==> src/include/mas_pkg.sv <==
// What this block does
// - de-energising alarm cuts current, applies brake
// - energising alarm keeps winding current flowing
// - homing ended abnormally raises code 62h
// - no origin sensor between limits, 63h
// - no timing/zero/sensor_input_a edge in homing, 64h
// - hardware overtravel raises 66h, seven blinks
// - commanded position hits soft limit, 67h
// - limit sensor during homing offset, 6ah
// - bad motion data chain or speed, 70h
// - bad gear resolution, 71h, power cycle
// - network disconnect while running raises 81h
// - bad rate switch, 83h, de-energise, latched
// - error count reaches threshold, 84h, blinks
// - communication timeout expired raises 85h
// - converter reports its own alarm, 8eh
package mas_pkg;
    // alarm codes
    localparam logic [7:0] MAS_C_HOME_FAIL = 8'h62;
    localparam logic [7:0] MAS_C_NO_ORIGIN = 8'h63;
    localparam logic [7:0] MAS_C_NO_EDGE = 8'h64;
    localparam logic [7:0] MAS_C_HW_OT = 8'h66;
    localparam logic [7:0] MAS_C_SW_OT = 8'h67;
    localparam logic [7:0] MAS_C_OFS_LIM = 8'h6a;
    localparam logic [7:0] MAS_C_BAD_DATA = 8'h70;
    localparam logic [7:0] MAS_C_GEAR = 8'h71;
    localparam logic [7:0] MAS_C_NET_BUS = 8'h81;
    localparam logic [7:0] MAS_C_BAUD = 8'h83;
    localparam logic [7:0] MAS_C_COMM_ERR = 8'h84;
    localparam logic [7:0] MAS_C_COMM_TO = 8'h85;
    localparam logic [7:0] MAS_C_CONV = 8'h8e;
    // event bit numbers, one per alarm source
    localparam int MAS_NEV = 13;
    localparam int MAS_E_HOME_FAIL = 0;
    localparam int MAS_E_NO_ORIGIN = 1;
    localparam int MAS_E_NO_EDGE = 2;
    localparam int MAS_E_HW_OT = 3;
    localparam int MAS_E_SW_OT = 4;
    localparam int MAS_E_OFS_LIM = 5;
    localparam int MAS_E_BAD_DATA = 6;
    localparam int MAS_E_GEAR = 7;
    localparam int MAS_E_NET_BUS = 8;
    localparam int MAS_E_BAUD = 9;
    localparam int MAS_E_COMM_ERR = 10;
    localparam int MAS_E_COMM_TO = 11;
    localparam int MAS_E_CONV = 12;
    // code per event bit, index order as above
    localparam logic [MAS_NEV*8-1:0] MAS_CODE_TAB = {MAS_C_CONV, MAS_C_COMM_TO, MAS_C_COMM_ERR,
        MAS_C_BAUD, MAS_C_NET_BUS, MAS_C_GEAR, MAS_C_BAD_DATA, MAS_C_OFS_LIM, MAS_C_SW_OT,
        MAS_C_HW_OT, MAS_C_NO_EDGE, MAS_C_NO_ORIGIN, MAS_C_HOME_FAIL};
    // resettable alarms; gear and rate switch need a power cycle
    localparam logic [MAS_NEV-1:0] MAS_RESETTABLE = 13'h1d7f;
    // alarms that keep excitation on; gear and rate switch cut it
    localparam logic [MAS_NEV-1:0] MAS_KEEP_EXC = 13'h1d7f;
    // blink counts: seven for hardware overtravel and comm errors, else one
    localparam logic [3:0] MAS_BLINK_SEVEN = 4'h7;
    localparam logic [3:0] MAS_BLINK_ONE = 4'h1;
    // register byte offsets
    localparam logic [7:0] MAS_R_STATUS = 8'h00;
    localparam logic [7:0] MAS_R_ENABLE = 8'h04;
    localparam logic [7:0] MAS_R_CLEAR = 8'h08;
    localparam logic [7:0] MAS_R_CODE = 8'h0c;
    localparam logic [7:0] MAS_R_CFG = 8'h10;
    localparam logic [7:0] MAS_R_SOFTLIM = 8'h14;
    localparam logic [7:0] MAS_R_ERRTH = 8'h18;
    localparam logic [7:0] MAS_R_TIMEOUT = 8'h1c;
    // config bits
    localparam int MAS_CFG_HW_OT = 0;
    localparam int MAS_CFG_SW_OT = 1;
    localparam logic [1:0] MAS_RESP_OK = 2'b00;
    localparam logic [1:0] MAS_RESP_ERR = 2'b10;
    // lamp timing: 250 ms half period at 20 MHz
    localparam int MAS_CLK_HZ = 20000000;
    localparam int MAS_BLINK_MS = 250;
    localparam int MAS_BLINK_CYC = MAS_CLK_HZ / 1000 * MAS_BLINK_MS;
    localparam logic [7:0] MAS_ERRTH_RST = 8'h03;
    localparam logic [31:0] MAS_TIMEOUT_RST = 32'h00000000;
endpackage

==> src/core/mas_supervisor.sv <==
// Decided for this implementation: register access over AXI4-Lite and the register addresses.
`timescale 1ns/1ps
`default_nettype none
module mas_supervisor
    import mas_pkg::*;
#(
    parameter int BLINK_CYC = MAS_BLINK_CYC,
    parameter int POS_W = 32
) (
    input wire logic aclk,
    input wire logic aresetn,
    // axi4-lite slave
    input wire logic [7:0] s_axi_awaddr,
    input wire logic s_axi_awvalid,
    output logic s_axi_awready,
    input wire logic [31:0] s_axi_wdata,
    input wire logic [3:0] s_axi_wstrb,
    input wire logic s_axi_wvalid,
    output logic s_axi_wready,
    output logic [1:0] s_axi_bresp,
    output logic s_axi_bvalid,
    input wire logic s_axi_bready,
    input wire logic [7:0] s_axi_araddr,
    input wire logic s_axi_arvalid,
    output logic s_axi_arready,
    output logic [31:0] s_axi_rdata,
    output logic [1:0] s_axi_rresp,
    output logic s_axi_rvalid,
    input wire logic s_axi_rready,
    // motion controller events
    input wire logic homing_active,
    input wire logic homing_done_bad,
    input wire logic homing_three_sensor,
    input wire logic homing_origin_pass,
    input wire logic homing_offset_move,
    input wire logic homing_edge_miss,
    input wire logic origin_sensor_input,
    input wire logic forward_limit_sensor,
    input wire logic reverse_limit_sensor,
    input wire logic step_phase_timing_output,
    input wire logic encoder_zero_output,
    input wire logic sensor_input_a,
    input wire logic signed [POS_W-1:0] command_position,
    input wire logic motor_running,
    input wire logic data_bad,
    input wire logic gear_bad,
    input wire logic baud_bad,
    input wire logic comm_error,
    input wire logic comm_ok,
    input wire logic master_disconnected,
    input wire logic converter_alarm,
    input wire logic fault_clear_input,
    // outputs
    output logic motor_current_en,
    output logic brake_engage,
    output logic alarm_lamp,
    output logic alarm_active,
    output logic [7:0] alarm_code,
    output logic irq
);
    // register state
    logic [MAS_NEV-1:0] status_ff, nxt_status; // sticky alarm bits
    logic [MAS_NEV-1:0] irq_en_ff; // interrupt enables
    logic [1:0] cfg_ff; // overtravel enables
    logic signed [POS_W-1:0] softlim_ff; // soft limit value
    logic [7:0] errth_ff; // comm error threshold
    logic [31:0] tmo_ff; // timeout cycles, zero disables
    logic [7:0] code_ff; // latest alarm code
    logic [7:0] errcnt_ff; // consecutive comm errors
    logic [31:0] tmocnt_ff; // cycles without contact
    logic linked_ff; // contact ever made
    logic fclr_ff; // clear input delayed for edge
    // bus state
    logic aw_ff, w_ff; // captured halves
    logic [7:0] awa_ff; // held write address
    logic [31:0] wd_ff; // held write data
    logic bv_ff; // write answer pending
    logic arr_ff; // read slot free
    logic rv_ff; // read answer pending
    logic [31:0] rd_ff; // read data held
    logic [1:0] rr_ff; // read response held
    // lamp state
    logic [31:0] bt_ff; // cycles into lamp phase
    logic [3:0] bn_ff; // blinks in this burst
    logic lamp_ff; // lamp drive
    logic gap_ff; // first dark period of gap

    // event detection
    logic [MAS_NEV-1:0] ev;
    wire any_ls = forward_limit_sensor | reverse_limit_sensor;
    wire edge_seen = step_phase_timing_output | encoder_zero_output | sensor_input_a;
    assign ev[MAS_E_HOME_FAIL] = homing_done_bad;
    // sensor faults count only inside homing
    assign ev[MAS_E_NO_ORIGIN] = homing_active & homing_three_sensor & any_ls & ~homing_origin_pass
        & ~origin_sensor_input;
    assign ev[MAS_E_NO_EDGE] = homing_active & homing_edge_miss & ~edge_seen;
    // homing alarms own the limits while homing
    assign ev[MAS_E_HW_OT] = cfg_ff[MAS_CFG_HW_OT] & any_ls & ~homing_active;
    assign ev[MAS_E_SW_OT] = cfg_ff[MAS_CFG_SW_OT] & (command_position >= softlim_ff);
    assign ev[MAS_E_OFS_LIM] = homing_offset_move & any_ls;
    assign ev[MAS_E_BAD_DATA] = data_bad;
    assign ev[MAS_E_GEAR] = gear_bad;
    assign ev[MAS_E_NET_BUS] = master_disconnected & motor_running;
    assign ev[MAS_E_BAUD] = baud_bad;
    assign ev[MAS_E_COMM_ERR] = (errcnt_ff >= errth_ff) & (errth_ff != 8'h00);
    assign ev[MAS_E_COMM_TO] = (tmo_ff != 32'h0) & ~linked_ff & (tmocnt_ff >= tmo_ff);
    assign ev[MAS_E_CONV] = converter_alarm;

    // bus decode
    // a write acts once, both halves held
    wire wr_go = aw_ff & w_ff & ~bv_ff;
    // unmapped or unaligned: error response
    wire wr_map = (awa_ff <= MAS_R_TIMEOUT) & (awa_ff[1:0] == 2'b00);
    wire wr_en = wr_go & (awa_ff == MAS_R_ENABLE);
    wire wr_clr = wr_go & (awa_ff == MAS_R_CLEAR);
    wire wr_cfg = wr_go & (awa_ff == MAS_R_CFG);
    wire wr_lim = wr_go & (awa_ff == MAS_R_SOFTLIM);
    wire wr_th = wr_go & (awa_ff == MAS_R_ERRTH);
    wire wr_to = wr_go & (awa_ff == MAS_R_TIMEOUT);
    // a read is taken while the slot is free
    wire rd_go = s_axi_arvalid & arr_ff;
    wire rd_map = (s_axi_araddr <= MAS_R_TIMEOUT) & (s_axi_araddr[1:0] == 2'b00);
    logic [31:0] rd_mux;
    always_comb begin
        // read data select
        case (s_axi_araddr)
            MAS_R_STATUS: rd_mux = {{(32-MAS_NEV){1'b0}}, status_ff};
            MAS_R_ENABLE: rd_mux = {{(32-MAS_NEV){1'b0}}, irq_en_ff};
            MAS_R_CODE: rd_mux = {24'h0, code_ff};
            MAS_R_CFG: rd_mux = {30'h0, cfg_ff};
            MAS_R_SOFTLIM: rd_mux = 32'(softlim_ff);
            MAS_R_ERRTH: rd_mux = {24'h0, errth_ff};
            MAS_R_TIMEOUT: rd_mux = tmo_ff;
            default: rd_mux = 32'h0; // clear reads zero
        endcase
    end

    // clearing: software clear bits, or the clear input edge on resettable bits
    // a held clear input acts once
    wire fclr_edge = fault_clear_input & ~fclr_ff;
    wire [MAS_NEV-1:0] clr_mask = (wr_clr ? wd_ff[MAS_NEV-1:0] : '0)
        | (fclr_edge ? MAS_RESETTABLE : '0);
    // set wins over clear; non-resettable bits only clear at reset
    assign nxt_status = (status_ff & ~(clr_mask & MAS_RESETTABLE)) | ev;

    // newest alarm code: lowest new event wins a tie
    // scanning downward, the lowest bit writes last
    logic [7:0] new_code;
    logic new_any;
    always_comb begin
        new_code = code_ff;
        new_any = 1'b0;
        for (int i = MAS_NEV-1; i >= 0; i--) begin
            if (ev[i] & ~status_ff[i]) begin
                new_code = MAS_CODE_TAB[i*8 +: 8];
                new_any = 1'b1;
            end
        end
    end
    // any alarm outside the keep mask cuts current
    wire keep_exc = ((nxt_status & ~MAS_KEEP_EXC) == '0);
    wire any_alarm = |nxt_status;
    // hardware overtravel or comm errors blink seven
    wire seven = nxt_status[MAS_E_HW_OT] | nxt_status[MAS_E_COMM_ERR];
    wire [3:0] blink_n = seven ? MAS_BLINK_SEVEN : MAS_BLINK_ONE;

    // status, code and excitation
    // outputs move with the status bits
    always_ff @(posedge aclk) begin
        if (!aresetn) begin
            status_ff <= '0;
            code_ff <= 8'h0;
            motor_current_en <= 1'b1;
            brake_engage <= 1'b0;
            alarm_active <= 1'b0;
            irq <= 1'b0;
            fclr_ff <= 1'b0;
        end else begin
            status_ff <= nxt_status;
            fclr_ff <= fault_clear_input;
            code_ff <= new_any ? new_code : (any_alarm ? code_ff : 8'h0);
            motor_current_en <= keep_exc;
            brake_engage <= ~keep_exc;
            alarm_active <= any_alarm;
            irq <= |(nxt_status & irq_en_ff);
        end
    end
    assign alarm_code = code_ff;

    // communication counters
    // a good frame restarts the error count
    always_ff @(posedge aclk) begin
        if (!aresetn) begin
            errcnt_ff <= 8'h0;
            tmocnt_ff <= 32'h0;
            linked_ff <= 1'b0;
        end else begin
            if (comm_ok) begin
                errcnt_ff <= 8'h0; // consecutive count restarts
            end else if (comm_error && errcnt_ff != 8'hff) begin
                errcnt_ff <= errcnt_ff + 8'h1;
            end
            if (comm_ok) begin
                linked_ff <= 1'b1;
            end
            if (!linked_ff && tmocnt_ff != 32'hffffffff) begin
                tmocnt_ff <= tmocnt_ff + 32'h1;
            end
        end
    end

    // lamp: n blinks, then a gap of two blink periods, repeating
    // a clean status returns the lamp to dark
    always_ff @(posedge aclk) begin
        if (!aresetn) begin
            bt_ff <= 32'h0;
            bn_ff <= 4'h0;
            lamp_ff <= 1'b0;
            gap_ff <= 1'b0;
        end else if (!any_alarm) begin
            bt_ff <= 32'h0;
            bn_ff <= 4'h0;
            lamp_ff <= 1'b0;
            gap_ff <= 1'b0;
        end else if (bt_ff < 32'(BLINK_CYC - 1)) begin
            bt_ff <= bt_ff + 32'h1;
        end else begin
            bt_ff <= 32'h0;
            if (gap_ff) begin
                // first dark period of gap ends; lamp lights after the next one
                gap_ff <= 1'b0;
            end else if (lamp_ff) begin
                lamp_ff <= 1'b0;
                bn_ff <= bn_ff + 4'h1;
                if (bn_ff + 4'h1 >= blink_n) begin
                    bn_ff <= 4'h0;
                    gap_ff <= 1'b1;
                end
            end else begin
                lamp_ff <= 1'b1;
            end
        end
    end
    assign alarm_lamp = lamp_ff;

    // axi write channel
    // each half is held until the answer is taken
    always_ff @(posedge aclk) begin
        if (!aresetn) begin
            aw_ff <= 1'b0;
            w_ff <= 1'b0;
            awa_ff <= 8'h0;
            wd_ff <= 32'h0;
            bv_ff <= 1'b0;
            s_axi_bresp <= MAS_RESP_OK;
        end else begin
            if (s_axi_awvalid && !aw_ff) begin
                aw_ff <= 1'b1;
                awa_ff <= s_axi_awaddr;
            end
            if (s_axi_wvalid && !w_ff) begin
                w_ff <= 1'b1;
                wd_ff <= s_axi_wdata;
            end
            if (wr_go) begin
                bv_ff <= 1'b1;
                s_axi_bresp <= wr_map ? MAS_RESP_OK : MAS_RESP_ERR;
            end
            // taken answer frees both halves
            if (bv_ff && s_axi_bready) begin
                bv_ff <= 1'b0;
                aw_ff <= 1'b0;
                w_ff <= 1'b0;
            end
        end
    end
    assign s_axi_awready = ~aw_ff;
    assign s_axi_wready = ~w_ff;
    assign s_axi_bvalid = bv_ff;

    // writable registers
    // only each field is kept, upper bits drop
    always_ff @(posedge aclk) begin
        if (!aresetn) begin
            irq_en_ff <= '0;
            cfg_ff <= 2'b00;
            softlim_ff <= '0;
            errth_ff <= MAS_ERRTH_RST;
            tmo_ff <= MAS_TIMEOUT_RST;
        end else begin
            if (wr_en) begin
                irq_en_ff <= wd_ff[MAS_NEV-1:0];
            end
            if (wr_cfg) begin
                cfg_ff <= wd_ff[1:0];
            end
            if (wr_lim) begin
                softlim_ff <= POS_W'(wd_ff);
            end
            if (wr_th) begin
                errth_ff <= wd_ff[7:0];
            end
            if (wr_to) begin
                tmo_ff <= wd_ff;
            end
        end
    end

    // axi read channel
    // data stands with the answer until taken
    always_ff @(posedge aclk) begin
        if (!aresetn) begin
            arr_ff <= 1'b1;
            rv_ff <= 1'b0;
            rd_ff <= 32'h0;
            rr_ff <= MAS_RESP_OK;
        end else begin
            if (rd_go) begin
                arr_ff <= 1'b0;
                rv_ff <= 1'b1;
                rd_ff <= rd_mux;
                rr_ff <= rd_map ? MAS_RESP_OK : MAS_RESP_ERR;
            end else if (rv_ff && s_axi_rready) begin
                rv_ff <= 1'b0;
                arr_ff <= 1'b1;
            end
        end
    end
    assign s_axi_arready = arr_ff;
    assign s_axi_rvalid = rv_ff;
    assign s_axi_rdata = rd_ff;
    assign s_axi_rresp = rr_ff;

    // assertions
    gear_nonclear_a: assert property (@(posedge aclk) disable iff (!aresetn)
        status_ff[MAS_E_GEAR] |=> status_ff[MAS_E_GEAR])
        else $error("gear alarm cleared without reset");
    baud_deexc_a: assert property (@(posedge aclk) disable iff (!aresetn)
        status_ff[MAS_E_BAUD] |=> !motor_current_en)
        else $error("rate switch alarm kept excitation");
    keep_exc_a: assert property (@(posedge aclk) disable iff (!aresetn)
        (status_ff[MAS_E_NET_BUS] && !status_ff[MAS_E_GEAR] && !status_ff[MAS_E_BAUD]
        && !ev[MAS_E_GEAR] && !ev[MAS_E_BAUD]) |=> motor_current_en)
        else $error("resettable alarm cut excitation");
    brake_on_a: assert property (@(posedge aclk) disable iff (!aresetn)
        !motor_current_en |-> brake_engage)
        else $error("brake free while current off");
    home_set_a: assert property (@(posedge aclk) disable iff (!aresetn)
        homing_done_bad |=> status_ff[MAS_E_HOME_FAIL])
        else $error("homing failure not latched");
    ofs_set_a: assert property (@(posedge aclk) disable iff (!aresetn)
        (homing_offset_move && forward_limit_sensor) |=> status_ff[MAS_E_OFS_LIM])
        else $error("offset limit alarm missed");
    conv_code_a: assert property (@(posedge aclk) disable iff (!aresetn)
        (converter_alarm && !status_ff[MAS_E_CONV] && ev[MAS_NEV-2:0] == '0) |=> alarm_code == MAS_C_CONV)
        else $error("converter code not shown");
    clr_input_a: assert property (@(posedge aclk) disable iff (!aresetn)
        (fclr_edge && ev == '0) |=> (status_ff & MAS_RESETTABLE) == '0)
        else $error("clear input left resettable alarm");
    swot_set_a: assert property (@(posedge aclk) disable iff (!aresetn)
        (cfg_ff[MAS_CFG_SW_OT] && command_position >= softlim_ff) |=> status_ff[MAS_E_SW_OT])
        else $error("soft limit alarm missed");
    net_set_a: assert property (@(posedge aclk) disable iff (!aresetn)
        (master_disconnected && motor_running) |=> status_ff[MAS_E_NET_BUS])
        else $error("disconnect alarm missed");
    gear_deexc_a: assert property (@(posedge aclk) disable iff (!aresetn)
        status_ff[MAS_E_GEAR] |=> brake_engage)
        else $error("gear alarm kept excitation");
    lamp_dark_a: assert property (@(posedge aclk) disable iff (!aresetn)
        !alarm_active |-> !alarm_lamp)
        else $error("lamp lit with no alarm");
endmodule // mas_supervisor
`default_nettype wire

==> config.mk <==
export PLATFORM = sky130hd
export DESIGN_NAME = mas_supervisor
export DESIGN_NICKNAME = d
export VERILOG_FILES = /design/src/include/mas_pkg.sv /design/src/core/mas_supervisor.sv
export SDC_FILE = /design/constraint.sdc
export NUM_CORES = 1
export LEC_CHECK = 0
export BUFFER_PORTS_ARGS = -buffer_cell sky130_fd_sc_hd__buf_2
export CAP_MARGIN = 20
export CORE_UTILIZATION = 45
export DETAILED_ROUTE_END_ITERATION = 7
export MAX_ROUTING_LAYER = met4
export PLACE_DENSITY_LB_ADDON = 0.3
export SETUP_SLACK_MARGIN = 0.15
export SLEW_MARGIN = 15
export SYNTH_ARGS = -nofsm -noshare
export SYNTH_HDL_FRONTEND = slang
export SYNTH_SLANG_ARGS = --single-unit
==> constraint.sdc <==
create_clock -name aclk -period 2.8 [get_ports aclk]
set_clock_uncertainty 0.1 [all_clocks]
set_input_delay 0.56 -clock aclk [delete_from_list [all_inputs] [get_ports aclk]]
set_output_delay 0.56 -clock aclk [all_outputs]
set_load 0.01 [all_outputs]
; ---- After elaboration in Yosys (flattened, before gate mapping)
; Cells that the tools add are included.
[classes]
n_lt_le_gt_ge = 7
multipliers = 0
n_mux = 43
eq_ne = 16
bitwise_logic = 74
addsub = 4
n_div = 0
reduce_logical = 25
shift = 0
[op_table]
columns = op, n
row1 = case mux 32 bit (7 select lines), 1
row2 = 2-to-1 mux 8 bit, 15
row3 = "adder 32 x 1 -> 32 bit, second input constant", 2
row4 = "equality test 8 x 5 -> 1 bit, second input constant", 8
row5 = >= comparator 32 bit, 2
row6 = bitwise AND 1 bit, 39
row7 = "less-than comparator 32 x 23 -> 1 bit, second input constant", 1
row8 = "!= test 32 bit, second input constant", 1
row9 = nonzero test 32 bit, 1
row10 = bitwise AND 13 bit, 2
row11 = 2-to-1 mux 13 bit, 2
row12 = NOT 1 bit, 26
row13 = OR 13 bit, 2
row14 = OR reduction 13 bit, 2
row15 = 2-to-1 mux 1 bit, 21
row16 = "equality test 8 x 3 -> 1 bit, second input constant", 2
row17 = "equality test 8 x 4 -> 1 bit, second input constant", 2
row18 = "<= comparator 8 x 5 -> 1 bit, second input constant", 2
row19 = "!= test 14 x 1 -> 1 bit, second input constant", 1
row20 = logical NOT 13 bit, 1
row21 = NOT 13 bit, 1
row22 = "adder 8 x 1 -> 8 bit, second input constant", 1
row23 = >= comparator 8 bit, 1
row24 = logical NOT 8 bit, 1
row25 = 16 further kinds, 32
[word_totals]
out_inout_bits = 54
latch_bits = 0
romBits = 0
mem_count = 0
in_bits = 112
ram_bits = 0
register_bits = 273

; ---- Longest topological paths before layout
; Gate-level depths: netlist of run 1.
[depth]
ltp_word = 18
ltp_mapped = 15
depth_no_buf = 15

; ---- Worst setup path after synthesis of run 1
; OpenSTA, ideal clock, no wires.
[synth_path]
path_kind = register to register
startpoint = reg errcnt_ff[0]
endpoint = reg gap_ff
arrival_time_ns = 2.759
stages_incl_launch_ff = 16
t_required_ns = 2.586
setup_time_ns = 0.114
path_buffers = 0
setup_slack_ns = -0.173
cell_sequence = dfxtp_1 -> inv_1 -> ha_1 -> nand2b_1 -> a211o_1 -> a211o_1 -> a31o_2 -> nor2_2 -> ha_1 -> o21a_1 -> nor2_1 -> a21oi_1 -> nor3_1 -> o31a_1 -> a2bb2oi_1 -> nor2_1
[synth_via]
elab_chain_cells = 9
elab_cells_between_ends = 11
cone_classes = order compare (2) / mux (4) / bitwise (3) / reduce/logical (2)
[synth_rtl]
columns = element, line_no
row1 = "start, declared", mas_supervisor.sv:69  ; logic [7:0] errcnt_ff;
row2 = "start signal, assigned", mas_supervisor.sv:201  ; errcnt_ff <= errcnt_ff + 8'h1;
row3 = >= comparator 8 bit (*), mas_supervisor.sv:105  ; assign ev[MAS_E_COMM_ERR] = (errcnt_ff >= errth_ff) & (errth_ff != 8'h00);
row4 = bitwise AND 1 bit (*), mas_supervisor.sv:105
row5 = OR 13 bit (*), mas_supervisor.sv:144  ; assign nxt_status = (status_ff & ~(clr_mask & MAS_RESETTABLE)) | ev;
row6 = OR 1 bit, mas_supervisor.sv:164  ; wire seven = nxt_status[MAS_E_HW_OT] | nxt_status[MAS_E_COMM_ERR];
row7 = 2-to-1 mux 3 bit, mas_supervisor.sv:165  ; wire [3:0] blink_n = seven ? MAS_BLINK_SEVEN : MAS_BLINK_ONE;
row8 = >= comparator 4 x 3 -> 1 bit, mas_supervisor.sv:235  ; if (bn_ff + 4'h1 >= blink_n) begin
row9 = 2-to-1 mux 1 bit, mas_supervisor.sv:235
row10 = 2-to-1 mux 1 bit, mas_supervisor.sv:232  ; end else if (lamp_ff) begin
row11 = 2-to-1 mux 1 bit, mas_supervisor.sv:229  ; if (gap_ff) begin
row12 = "end signal, assigned", mas_supervisor.sv:224  ; gap_ff <= 1'b0;
row13 = "end signal, assigned", mas_supervisor.sv:231  ; gap_ff <= 1'b0;
row14 = "end signal, assigned", mas_supervisor.sv:237  ; gap_ff <= 1'b1;
row15 = "end, declared", mas_supervisor.sv:86  ; logic gap_ff;
; Mark *: on every way between the ends. The rest lies on a longest branch, timed or not.
; A chain may end at the register's enable or synchronous reset.

; ---- Final worst setup path of run 1
; Ends and elaborated chain as after synthesis.

==> impl_metrics.csv, run 1 <==
group,metric,value,unit
die,rows,62,
power_and_ir_drop,p_total,8.77,mW
timing,worstMarginPinSlew,0.790,ns
global_route,grt_pass1_wl,63600,um
yosys,yosysWarningCount,0,
yosys,synth.area.mux_share,2.99,%
job,maxCapViolCount,0,
global_route,met2_usage,43.4,%
cts,hold_buffers,0,
yosys,ys_ff_latch,270,
min_path,hold_class,"input port to flop",
yosys,synth_top_family_by_area,"simple AND/OR/NAND/NOR gates",
power_and_ir_drop,combinationalPowerShare,7.7,%
yosys,async_flop_share,0,%
placement,place_congestion,0.980,
run_status,violations,"setup timing",
yosys,ys.flop_type,"dfxtp_1",
power_and_ir_drop,leakagePower,6.90,nW
yosys,syn_inst,1626,
timing,rsz0062_at_grt,"yes",
critical_path,end_kind,"flop",
placement,dpl_cell_area,0.0158,mm^2
critical_path,arrival,3.38,ns
timing,timing.final.ws_setup,-0.235,ns
timing,layout_min_cycle_time,3.04,ns
timing,whs,0.107,ns
drt,num_vias,12400,
global_route,use_met1,34.8,%
drt,vias_per_cell,5.35,
yosys,synthAdderAreaFrac,7.17,%
layout,nNetsFinal,2107,
power_and_ir_drop,p_int,6.72,mW
die,die-area,0.0306,mm^2
global_route,grt_use_total,26.7,%
layout,syn2layout_area_growth,28.4,%
power_and_ir_drop,sw_frac_of_total,23.3,%
yosys,synth_compound_area_share,17.1,%
placement,dpl_worst_slack,-0.479,ns
layout,fin_cells,2325,
cts,tritoncts,"built",
critical_path,required,3.15,ns
critical_path,setup.worst_path.start_class,"flop",
global_route,grt_max_degree,114,
critical_path,crit_type,"flop to flop",
yosys,yosys.area_share.simple,23.7,%
critical_path,path_max_fanout,2,
global_route,grt_remaining_overflow,0,
layout,final_cell_mix,"nand2_1, dfxtp_1, buf_2, buf_4, a21boi_0",
global_route,grt_busiest_layer,"met2",
yosys,synth_edf_count,0,
timing,fin_setup_tns,-5.65,ns
timing,slew_violations,0,
die,chipWidth,175,um
layout,final_area,0.0173,mm^2
timing,worst_slew_margin_rel,47.3,%
yosys,synth_xor_area_share,3.85,%
timing,setup_violations,37,
timing,fmax,329,MHz
drt,routed_wl,40400,um
cts,numCtsBuffers,30,
run_status,status,"complete, but fails checks",
cts,htree_levels,1,
cts,clk_latency,0.55,ns
power_and_ir_drop,ir_drop,0.000463,V
cts,clk_pin_slew,0.06,ns
die,start_util,46.3,%
die,ios,166,
global_route,grt_use_met3,3.39,%
cts,clk_path_buf_depth,3,
global_route,antenna_found_initial,2,
drt,dr.pass1.iters,5,
layout,utilization,59.5,%
placement,hpwl,29700,um
yosys,synth-seq-area-share,40.2,%
cts,root_buffer,"clkbuf_16",
placement,place_inst,2252,
layout,layout-drive-gt1-share,23.3,%
die,coreArea,0.0290,mm^2
power_and_ir_drop,power_switching,2.05,mW
power_and_ir_drop,power_frac_seq,45.7,%
drt,drc,0,
die,die_h,175,um
placement,port_buffers,159,
drt,antenna_left,0,
yosys,synth_cell_types,66,
layout,mostFrequentLayoutCell,"nand2_1",
yosys,syn_avg_cell_area,8.26,um^2
drt,drt_iter0_drc,908,
yosys,synthesis.area,0.0134,mm^2
cts,cts_sinks,270,
global_route,grt_pass1_vias,12100,
timing,hold_viol,0,
drt,wl_per_cell,17.4,um
timing,fin_crit_sh,108,%
power_and_ir_drop,power_density,508,mW/mm^2
power_and_ir_drop,clkPwrFrac,46.6,%
## routing by layer
| layer | vias up | part of all wire, % | wire (um) |
|---|---|---|---|
| li1 | 6142 | - | - |
| met1 | 5856 | 45 | 18000 |
| met2 | 363 | 47 | 19000 |
| met5 | - | 0 | 0 |
| met4 | 0 | 2.7 | 1110 |
| met3 | 73 | 5.9 | 2380 |
## final cells by class
cell class                      instances  area [um^2]
Tap cell                              384          480
Clock buffer                           44          905
Antenna cell                            2         5.00
Multi-Input combinational cell       1198         7790
Clock inverter                          9          124
Fill cell                            2585        11800
Sequential cell                       270         5410
Inverter                               92          345
Timing Repair Buffer                  326         2190
## final timing paths
path | slack (ns) | endpoint | depth (start not counted) | from
worst max register to register | -0.24 | gap_ff | 16 | errcnt_ff[0]
worst min register to register | 0.36 | s_axi_rdata[4] | 2 | s_axi_rdata[4]
worst max-delay path | -0.24 | gap_ff | 16 | errcnt_ff[0]
worst min-delay path | 0.11 | aw_ff | 2 | s_axi_awvalid
## synthesized netlist by cell type (3+ instances only)
library cell    n  share of area, %
a211o_1         3              0.20
a211oi_1        5              0.28
a21boi_0      131               7.3
a21o_1          6              0.34
a21oi_1        41               1.5
a221oi_1        7              0.46
a22o_1          3              0.20
a22oi_1        26               1.5
a31oi_1         8              0.37
a32o_1          4              0.30
and2_1         59               2.7
and3_1         18              0.84
and4_1          3              0.20
buf_1           4              0.11
buf_4           4              0.22
clkbuf_1       64               1.8
dfxtp_1       270                40
ha_1           77               7.2
inv_1          92               2.6
mux2i_1        39               2.9
nand2_1       331               9.2
nand2b_1       17              0.79
nand3_1        38               1.4
nand3b_1        3              0.17
nand4_1        27               1.3
nor2_1         81               2.3
nor2b_1        31               1.4
nor3_1         18              0.67
nor3b_1         4              0.22
nor4_1         19              0.88
o2111ai_1       3              0.20
o211ai_1        3              0.17
o21a_1          9              0.50
o21ai_0        58               2.2
o22ai_1        10              0.47
or2_2           6              0.28
or3_1          10              0.47
or4_1           3              0.17
xnor2_1        40               2.6
xor2_1         19               1.2
## power groups by stage
stage	sequential, mW	clock, mW	combinational, mW
final	4.01	4.09	0.676
after global routing	4.02	4.31	0.744
after CTS	4.01	4.15	0.664
after detailed placement	4.09	0	0.650
after global placement	4.09	0	0.634
after floorplan	4.07	0	0.372
## cells by family after synthesis
kind of cell / count (synthesis)
AO/OA/AOI/OAI: 334
XOR/XNOR: 59
adder cells (fa/ha/maj): 77
buffers and inverters: 168
flip-flops: 270
multiplexers: 40
other: 1
AND/OR/NAND/NOR: 677
## worst max-delay path, stage by stage, from the launching register on
cell       delay (ns)
dfxtp_2          0.33
inv_2            0.04
ha_4             0.20
nand2b_4         0.13
a211o_1          0.29
a211o_1          0.30
a31o_4           0.25
nor2_4           0.13
ha_4             0.21
o21a_1           0.16
nor2_1           0.08
a21oi_1          0.05
nor3_2           0.18
o31a_1           0.19
buf_4            0.12
a2bb2oi_2        0.12
nor2_1           0.05
## what timing repair did
item                                    4_1_cts  5_1_grt
setup buffers                                 5       10
pin swaps                                    19       17
resized for setup                            30       23
cloned                                        3        0
endpoints found under the setup margin       42       54
## registers in the layout (all words and copies together) (netlist names), 7 cells and up
name         cells
bt_ff           32
s_axi_rdata     32
softlim_ff      32
tmo_ff          32
tmocnt_ff       32
wd_ff           32
irq_en_ff       13
status_ff       13
awa_ff           8
errcnt_ff        8
errth_ff         8
alarm_code       7
No activity file was read; power rests on OpenSTA's default activity.
==> run 2: changes to the inputs <==
clock period = 3.05 ns   (was 2.8 ns; I/O delays follow)
==> impl_metrics.csv, run 2 (same netlist as run 1, synthesis figures left out) <==
group,metric,value,unit
global_route,grt_pass1_wl,60800,um
placement,place_inst,2185,
drt,routed_wl,38600,um
placement,port_buffers,159,
drt,drc,0,
drt,wl_per_cell,17.2,um
global_route,grt_remaining_overflow,0,
global_route,grt_max_degree,103,
cts,cts_sinks,270,
timing,layout_min_cycle_time,2.98,ns
cts,tritoncts,"built",
cts,htree_levels,1,
die,ios,166,
timing,slew_violations,0,
global_route,antenna_found_initial,1,
critical_path,slowest_delay,0.34,ns
power_and_ir_drop,ir_drop,0.000404,V
timing,fmax,336,MHz
cts,numCtsBuffers,30,
die,die-area,0.0306,mm^2
layout,nNetsFinal,2031,
run_status,status,"finished, final reports clean",
timing,worst_slew_margin_rel,41.6,%
die,start_util,46.3,%
critical_path,crit_path_cell_trace,"inv_2, ha_4, nand2b_4, a211o_1, a211o_1, a31o_4, nor2_4, ha_4, o21a_1, nor2_1, a21oi_1, nor3_1, o31a_1, o211ai_1, a21oi_1",
cts,root_buffer,"clkbuf_16",
drt,dr.pass1.iters,6,
critical_path,required,3.44,ns
critical_path,crit_type,"flop to flop",
drt,vias_per_cell,5.38,
timing,fin_setup_tns,0,ns
cts,clk_latency,0.56,ns
cts,clk_path_buf_depth,3,
critical_path,end_kind,"flop",
min_path,hold_class,"input port to flop",
timing,setup_violations,0,
die,die_h,175,um
layout,mostFrequentLayoutCell,"nand2_1",
power_and_ir_drop,power_density,499,mW/mm^2
job,maxCapViolCount,0,
drt,drt_iter0_drc,875,
layout,final_cell_mix,"nand2_1, dfxtp_1, buf_2",
layout,fin_cells,2249,
layout,utilization,56.9,%
die,chipWidth,175,um
timing,worstMarginPinSlew,0.874,ns
die,coreArea,0.0290,mm^2
drt,antenna_left,0,
layout,syn2layout_area_growth,23.0,%
layout,layout-drive-gt1-share,19.8,%
critical_path,setup.worst_path.start_class,"flop",
critical_path,arrival,3.37,ns
timing,rsz0062_at_grt,"yes",
placement,place_congestion,0.999,
power_and_ir_drop,leakagePower,6.47,nW
drt,num_vias,12100,
timing,fin_crit_sh,97.7,%
cts,clk_pin_slew,0.06,ns
global_route,grt_pass1_vias,11700,
critical_path,path_max_fanout,3,
critical_path,crit_slowest_cell,"dfxtp_2",
die,rows,62,
timing,hold_viol,0,
global_route,grt_use_total,25.6,%
placement,hpwl,27900,um
-- run 2: per-stage QoR --
stage / area, um^2 / hold WS [ns] / setup slack (ns) / power (mW)
6_report: 16500 / 0.178 / 0.0695 / 8.24
3_5_place_dp: 15100 / 0.356 / -0.542 / 4.33
3_3_place_gp: 15100 / 0.338 / -0.534 / 4.31
5_1_grt: 16500 / 0.178 / -0.139 / 8.50
4_1_cts: 16300 / 0.159 / 0.0667 / 8.26
2_1_floorplan: 13500 / 0.330 / 0.152 / 4.07
-- run 2: worst max-delay path, delay by kind of cell, from the launching register on --
family / cells / cell delay, ns
buffers and inverters: 1 / 0.04
adders and majority gates: 2 / 0.40
AOI/OAI and AO/OA: 8 / 1.54
DFF: 1 / 0.34
and+or+nand+nor: 4 / 0.50
-- run 2: worst paths after layout --
path	start	to	depth (start not counted)	slack (ns)
max reg2reg	errcnt_ff[0]	bn_ff[1]	15	0.07
min reg2reg	s_axi_rdata[2]	s_axi_rdata[2]	2	0.36
min	fault_clear_input	fclr_ff	2	0.18
max	errcnt_ff[0]	bn_ff[1]	15	0.07
-- run 2: timing repair --
action                                  in CTS  in global routing
pin swaps                                    4                  6
resized for setup                           23                 40
buffers inserted                             4                  5
hold buffers                                 0                  0
endpoints found under the setup margin      37                 37
-- run 2: layer usage --
metal,global-route usage (%),routed length [um]
met2,43.5,18700
met3,3.76,1850
met1,31.1,16900
met4,7.90,1200
met5,-,0
-- run 2: area by class of cell --
type,instances,area (um^2)
Antenna cell,1,2.50
Clock buffer,40,860
Clock inverter,14,228
Fill cell,2680,12500
Inverter,92,345
Multi-Input combinational cell,1198,7630
Sequential cell,270,5430
Tap cell,384,480
Timing Repair Buffer,250,1540
-- run 2: power by group --
| group | internal (mW) | switching [mW] | leakage [nW] | total [mW] |
|---|---|---|---|---|
| Clock | 2.47 | 1.48 | 0.527 | 3.96 |
| Combinational | 0.272 | 0.332 | 3.74 | 0.604 |
| Sequential | 3.60 | 0.0737 | 2.20 | 3.68 |
==> run 3: changes to the inputs <==
--- a/config.mk
+++ b/config.mk
@@ -6,6 +6,6 @@
 export NUM_CORES = 1
 export LEC_CHECK = 0
+export ABC_AREA = 1
 export BUFFER_PORTS_ARGS = -buffer_cell sky130_fd_sc_hd__buf_2
-export CAP_MARGIN = 20
 export CORE_UTILIZATION = 45
 export DETAILED_ROUTE_END_ITERATION = 7
==> constraint.sdc (replaced) <==
create_clock -name aclk -period 3.05 [get_ports aclk]
set_clock_uncertainty 0.1 [all_clocks]
set_input_delay 0.1525 -clock aclk [delete_from_list [all_inputs] [get_ports aclk]]
set_output_delay 0.1525 -clock aclk [all_outputs]
set_load 0.01 [all_outputs]
==> impl_metrics.csv, run 3 <==
group,metric,value,unit
critical_path,path_max_fanout,9,
placement,hpwl,28500,um
yosys,synth_top_family_by_area,"simple AND/OR/NAND/NOR gates",
timing,fin_setup_tns,0,ns
cts,htree_levels,1,
cts,cts_sinks,270,
cts,clk_path_buf_depth,3,
power_and_ir_drop,leakagePower,6.65,nW
timing,worst_slew_margin_rel,41.7,%
yosys,syn_inst,1797,
drt,routed_wl,38700,um
drt,antenna_left,0,
critical_path,crit_path_cell_trace,"nor2_1, clkinv_1, a31oi_2, inv_1, nor2_1, ha_1, a21oi_1, nor2_1, a21oi_1, nor2_1",
power_and_ir_drop,power_density,490,mW/mm^2
run_status,status,"finished, final reports clean",
yosys,yosysWarningCount,0,
yosys,synth.area.mux_share,0,%
critical_path,arrival,3.11,ns
global_route,grt_use_total,26.0,%
die,chipWidth,173,um
die,ios,166,
yosys,synth_common_cells,"nand2_1, dfxtp_1, inv_1, a21oi_1, nor2_1",
yosys,yosys.area_share.simple,21.1,%
yosys,synthAdderAreaFrac,7.30,%
power_and_ir_drop,ir_drop,0.000370,V
global_route,grt_pass1_vias,12000,
critical_path,setup.worst_path.start_class,"flop",
yosys,synth_edf_count,0,
drt,drc,0,
critical_path,crit_type,"flop to flop",
timing,timing.final.ws_setup,0.303,ns
timing,setup_violations,0,
timing,hold_viol,0,
drt,vias_per_cell,5.22,
cts,clk_latency,0.57,ns
global_route,grt_max_degree,65,
job,maxCapViolCount,0,
yosys,synth.most_common_cell,"nand2_1",
timing,fmax,364,MHz
drt,num_vias,12700,
yosys,ys.flop_type,"dfxtp_1",
yosys,synth_top_area_share,40.9,%
timing,fin_crit_sh,90.1,%
layout,mostFrequentLayoutCell,"nand2_1",
yosys,syn_avg_cell_area,7.35,um^2
cts,tritoncts,"built",
timing,worstMarginPinSlew,0.874,ns
critical_path,slowest_delay,0.40,ns
die,rows,62,
cts,root_buffer,"clkbuf_16",
critical_path,required,3.41,ns
die,coreArea,0.0288,mm^2
yosys,synth_compound_area_share,19.3,%
die,start_util,45.9,%
timing,layout_min_cycle_time,2.75,ns
critical_path,reg2reg_from,"fclr_ff",
drt,drt_iter0_drc,812,
layout,nNetsFinal,2212,
yosys,ys_ff_latch,270,
timing,rsz0062_at_grt,"yes",
drt,wl_per_cell,15.9,um
layout,final_cell_mix,"nand2_1, dfxtp_1, inv_1",
min_path,hold_start,"homing_offset_move",
timing,slew_violations,0,
die,die_h,173,um
critical_path,end_kind,"flop",
timing,whs,0.0200,ns
yosys,synth_cell_types,53,
yosys,synth_top_area_cell,"dfxtp_1",
layout,layout-drive-gt1-share,13.4,%
cts,numCtsBuffers,30,
placement,dpl_worst_slack,0.247,ns
global_route,grt_pass1_wl,61700,um
placement,port_buffers,159,
critical_path,crit_slowest_cell,"clkinv_1",
drt,dr.pass1.iters,5,
min_path,hold_class,"input port to flop",
global_route,antenna_found_initial,0,
global_route,grt_remaining_overflow,0,
placement,place_congestion,0.935,
die,die-area,0.0300,mm^2
yosys,async_flop_share,0,%
critical_path,startpoint,"fclr_ff",
critical_path,path_common_cell,"nor2_1",
layout,syn2layout_area_growth,22.2,%
yosys,synthesis.area,0.0132,mm^2
yosys,synth-seq-area-share,40.9,%
cts,clk_pin_slew,0.06,ns
yosys,synth_xor_area_share,1.66,%
yosys,synthTopCellsByArea,"dfxtp_1, nand2_1, a21oi_1",
==> run 3: cell count changes after synthesis, moves of 35 or more <==
cell      before  now
mux2i_1       39    0
inv_1         92  256
and2_1        59    1
o21ai_0       58  135
a21oi_1       41  208
a21boi_0     131    0
xnor2_1       40    5
nor2_1        81  177
==> run 3: timing repair <==
action / 4_1_cts / 5_1_grt
endpoints found under the setup margin: 0 / 40
buffers inserted: 0 / 2
endpoints found under the hold margin: 91 / 0
hold buffers: 71 / 0
gates resized for setup: 0 / 8
==> run 3: power by group <==
| group | total, mW | switching [mW] | internal [mW] |
|---|---|---|---|
| Combinational | 0.645 | 0.384 | 0.261 |
| Sequential | 3.69 | 0.0749 | 3.61 |
| Clock | 3.57 | 1.47 | 2.11 |
| Total | 7.91 | 1.93 | 5.98 |
==> run 3: final timing paths <==
path | endpoint | slack, ns | cells past startpoint
setup reg to reg | gap_ff | 0.30 | 10
setup / recovery | gap_ff | 0.30 | 10
hold reg to reg | bn_ff[3] | 0.36 | 2
hold / removal | status_ff[5] | 0.02 | 5
==> run 3: cell type report <==
| cell class | instances | area [um^2] |
|---|---|---|
| Antenna cell | 1 | 2.50 |
| Clock buffer | 45 | 857 |
| Clock inverter | 10 | 118 |
| Fill cell | 2684 | 12600 |
| Inverter | 262 | 987 |
| Multi-Input combinational cell | 1210 | 6630 |
| Sequential cell | 270 | 5410 |
| Tap cell | 384 | 480 |
| Timing Repair Buffer | 249 | 1660 |
==> run 3: worst max-delay path, delay by kind of cell, from the launching register on <==
kind	cells	cell delay, ns
compound gates	3	0.79
simple gates	4	0.70
buf+inv	2	0.47
flops	1	0.31
fa+ha+maj	1	0.28
==> run 3: stage by stage <==
step	cell area, um^2	utilization, %	power, mW	std cells
2_1_floorplan	13200	-	4.08	1807
3_3_place_gp	14400	50.0	4.30	2301
3_5_place_dp	14400	50.0	4.32	2301
4_1_cts	16100	55.8	7.94	2427
5_1_grt	16100	56.1	8.20	2430
6_report	16100	56.1	7.91	2431
==> run 3: per-layer routing <==
metal	up-vias	track usage, %	wire length (um)
met5	-	-	0
met4	0	7.74	1020
met3	66	3.20	2360
met2	409	40.2	17300
met1	5794	35.4	18000
li1	6416	-	-
==> run 3: kinds of logic after synthesis <==
logic type | after synthesis
compound gates | 457
xor+xnor | 25
fa+ha+maj | 77
buf+inv | 328
flops | 270
other cells | 1
simple gates | 639
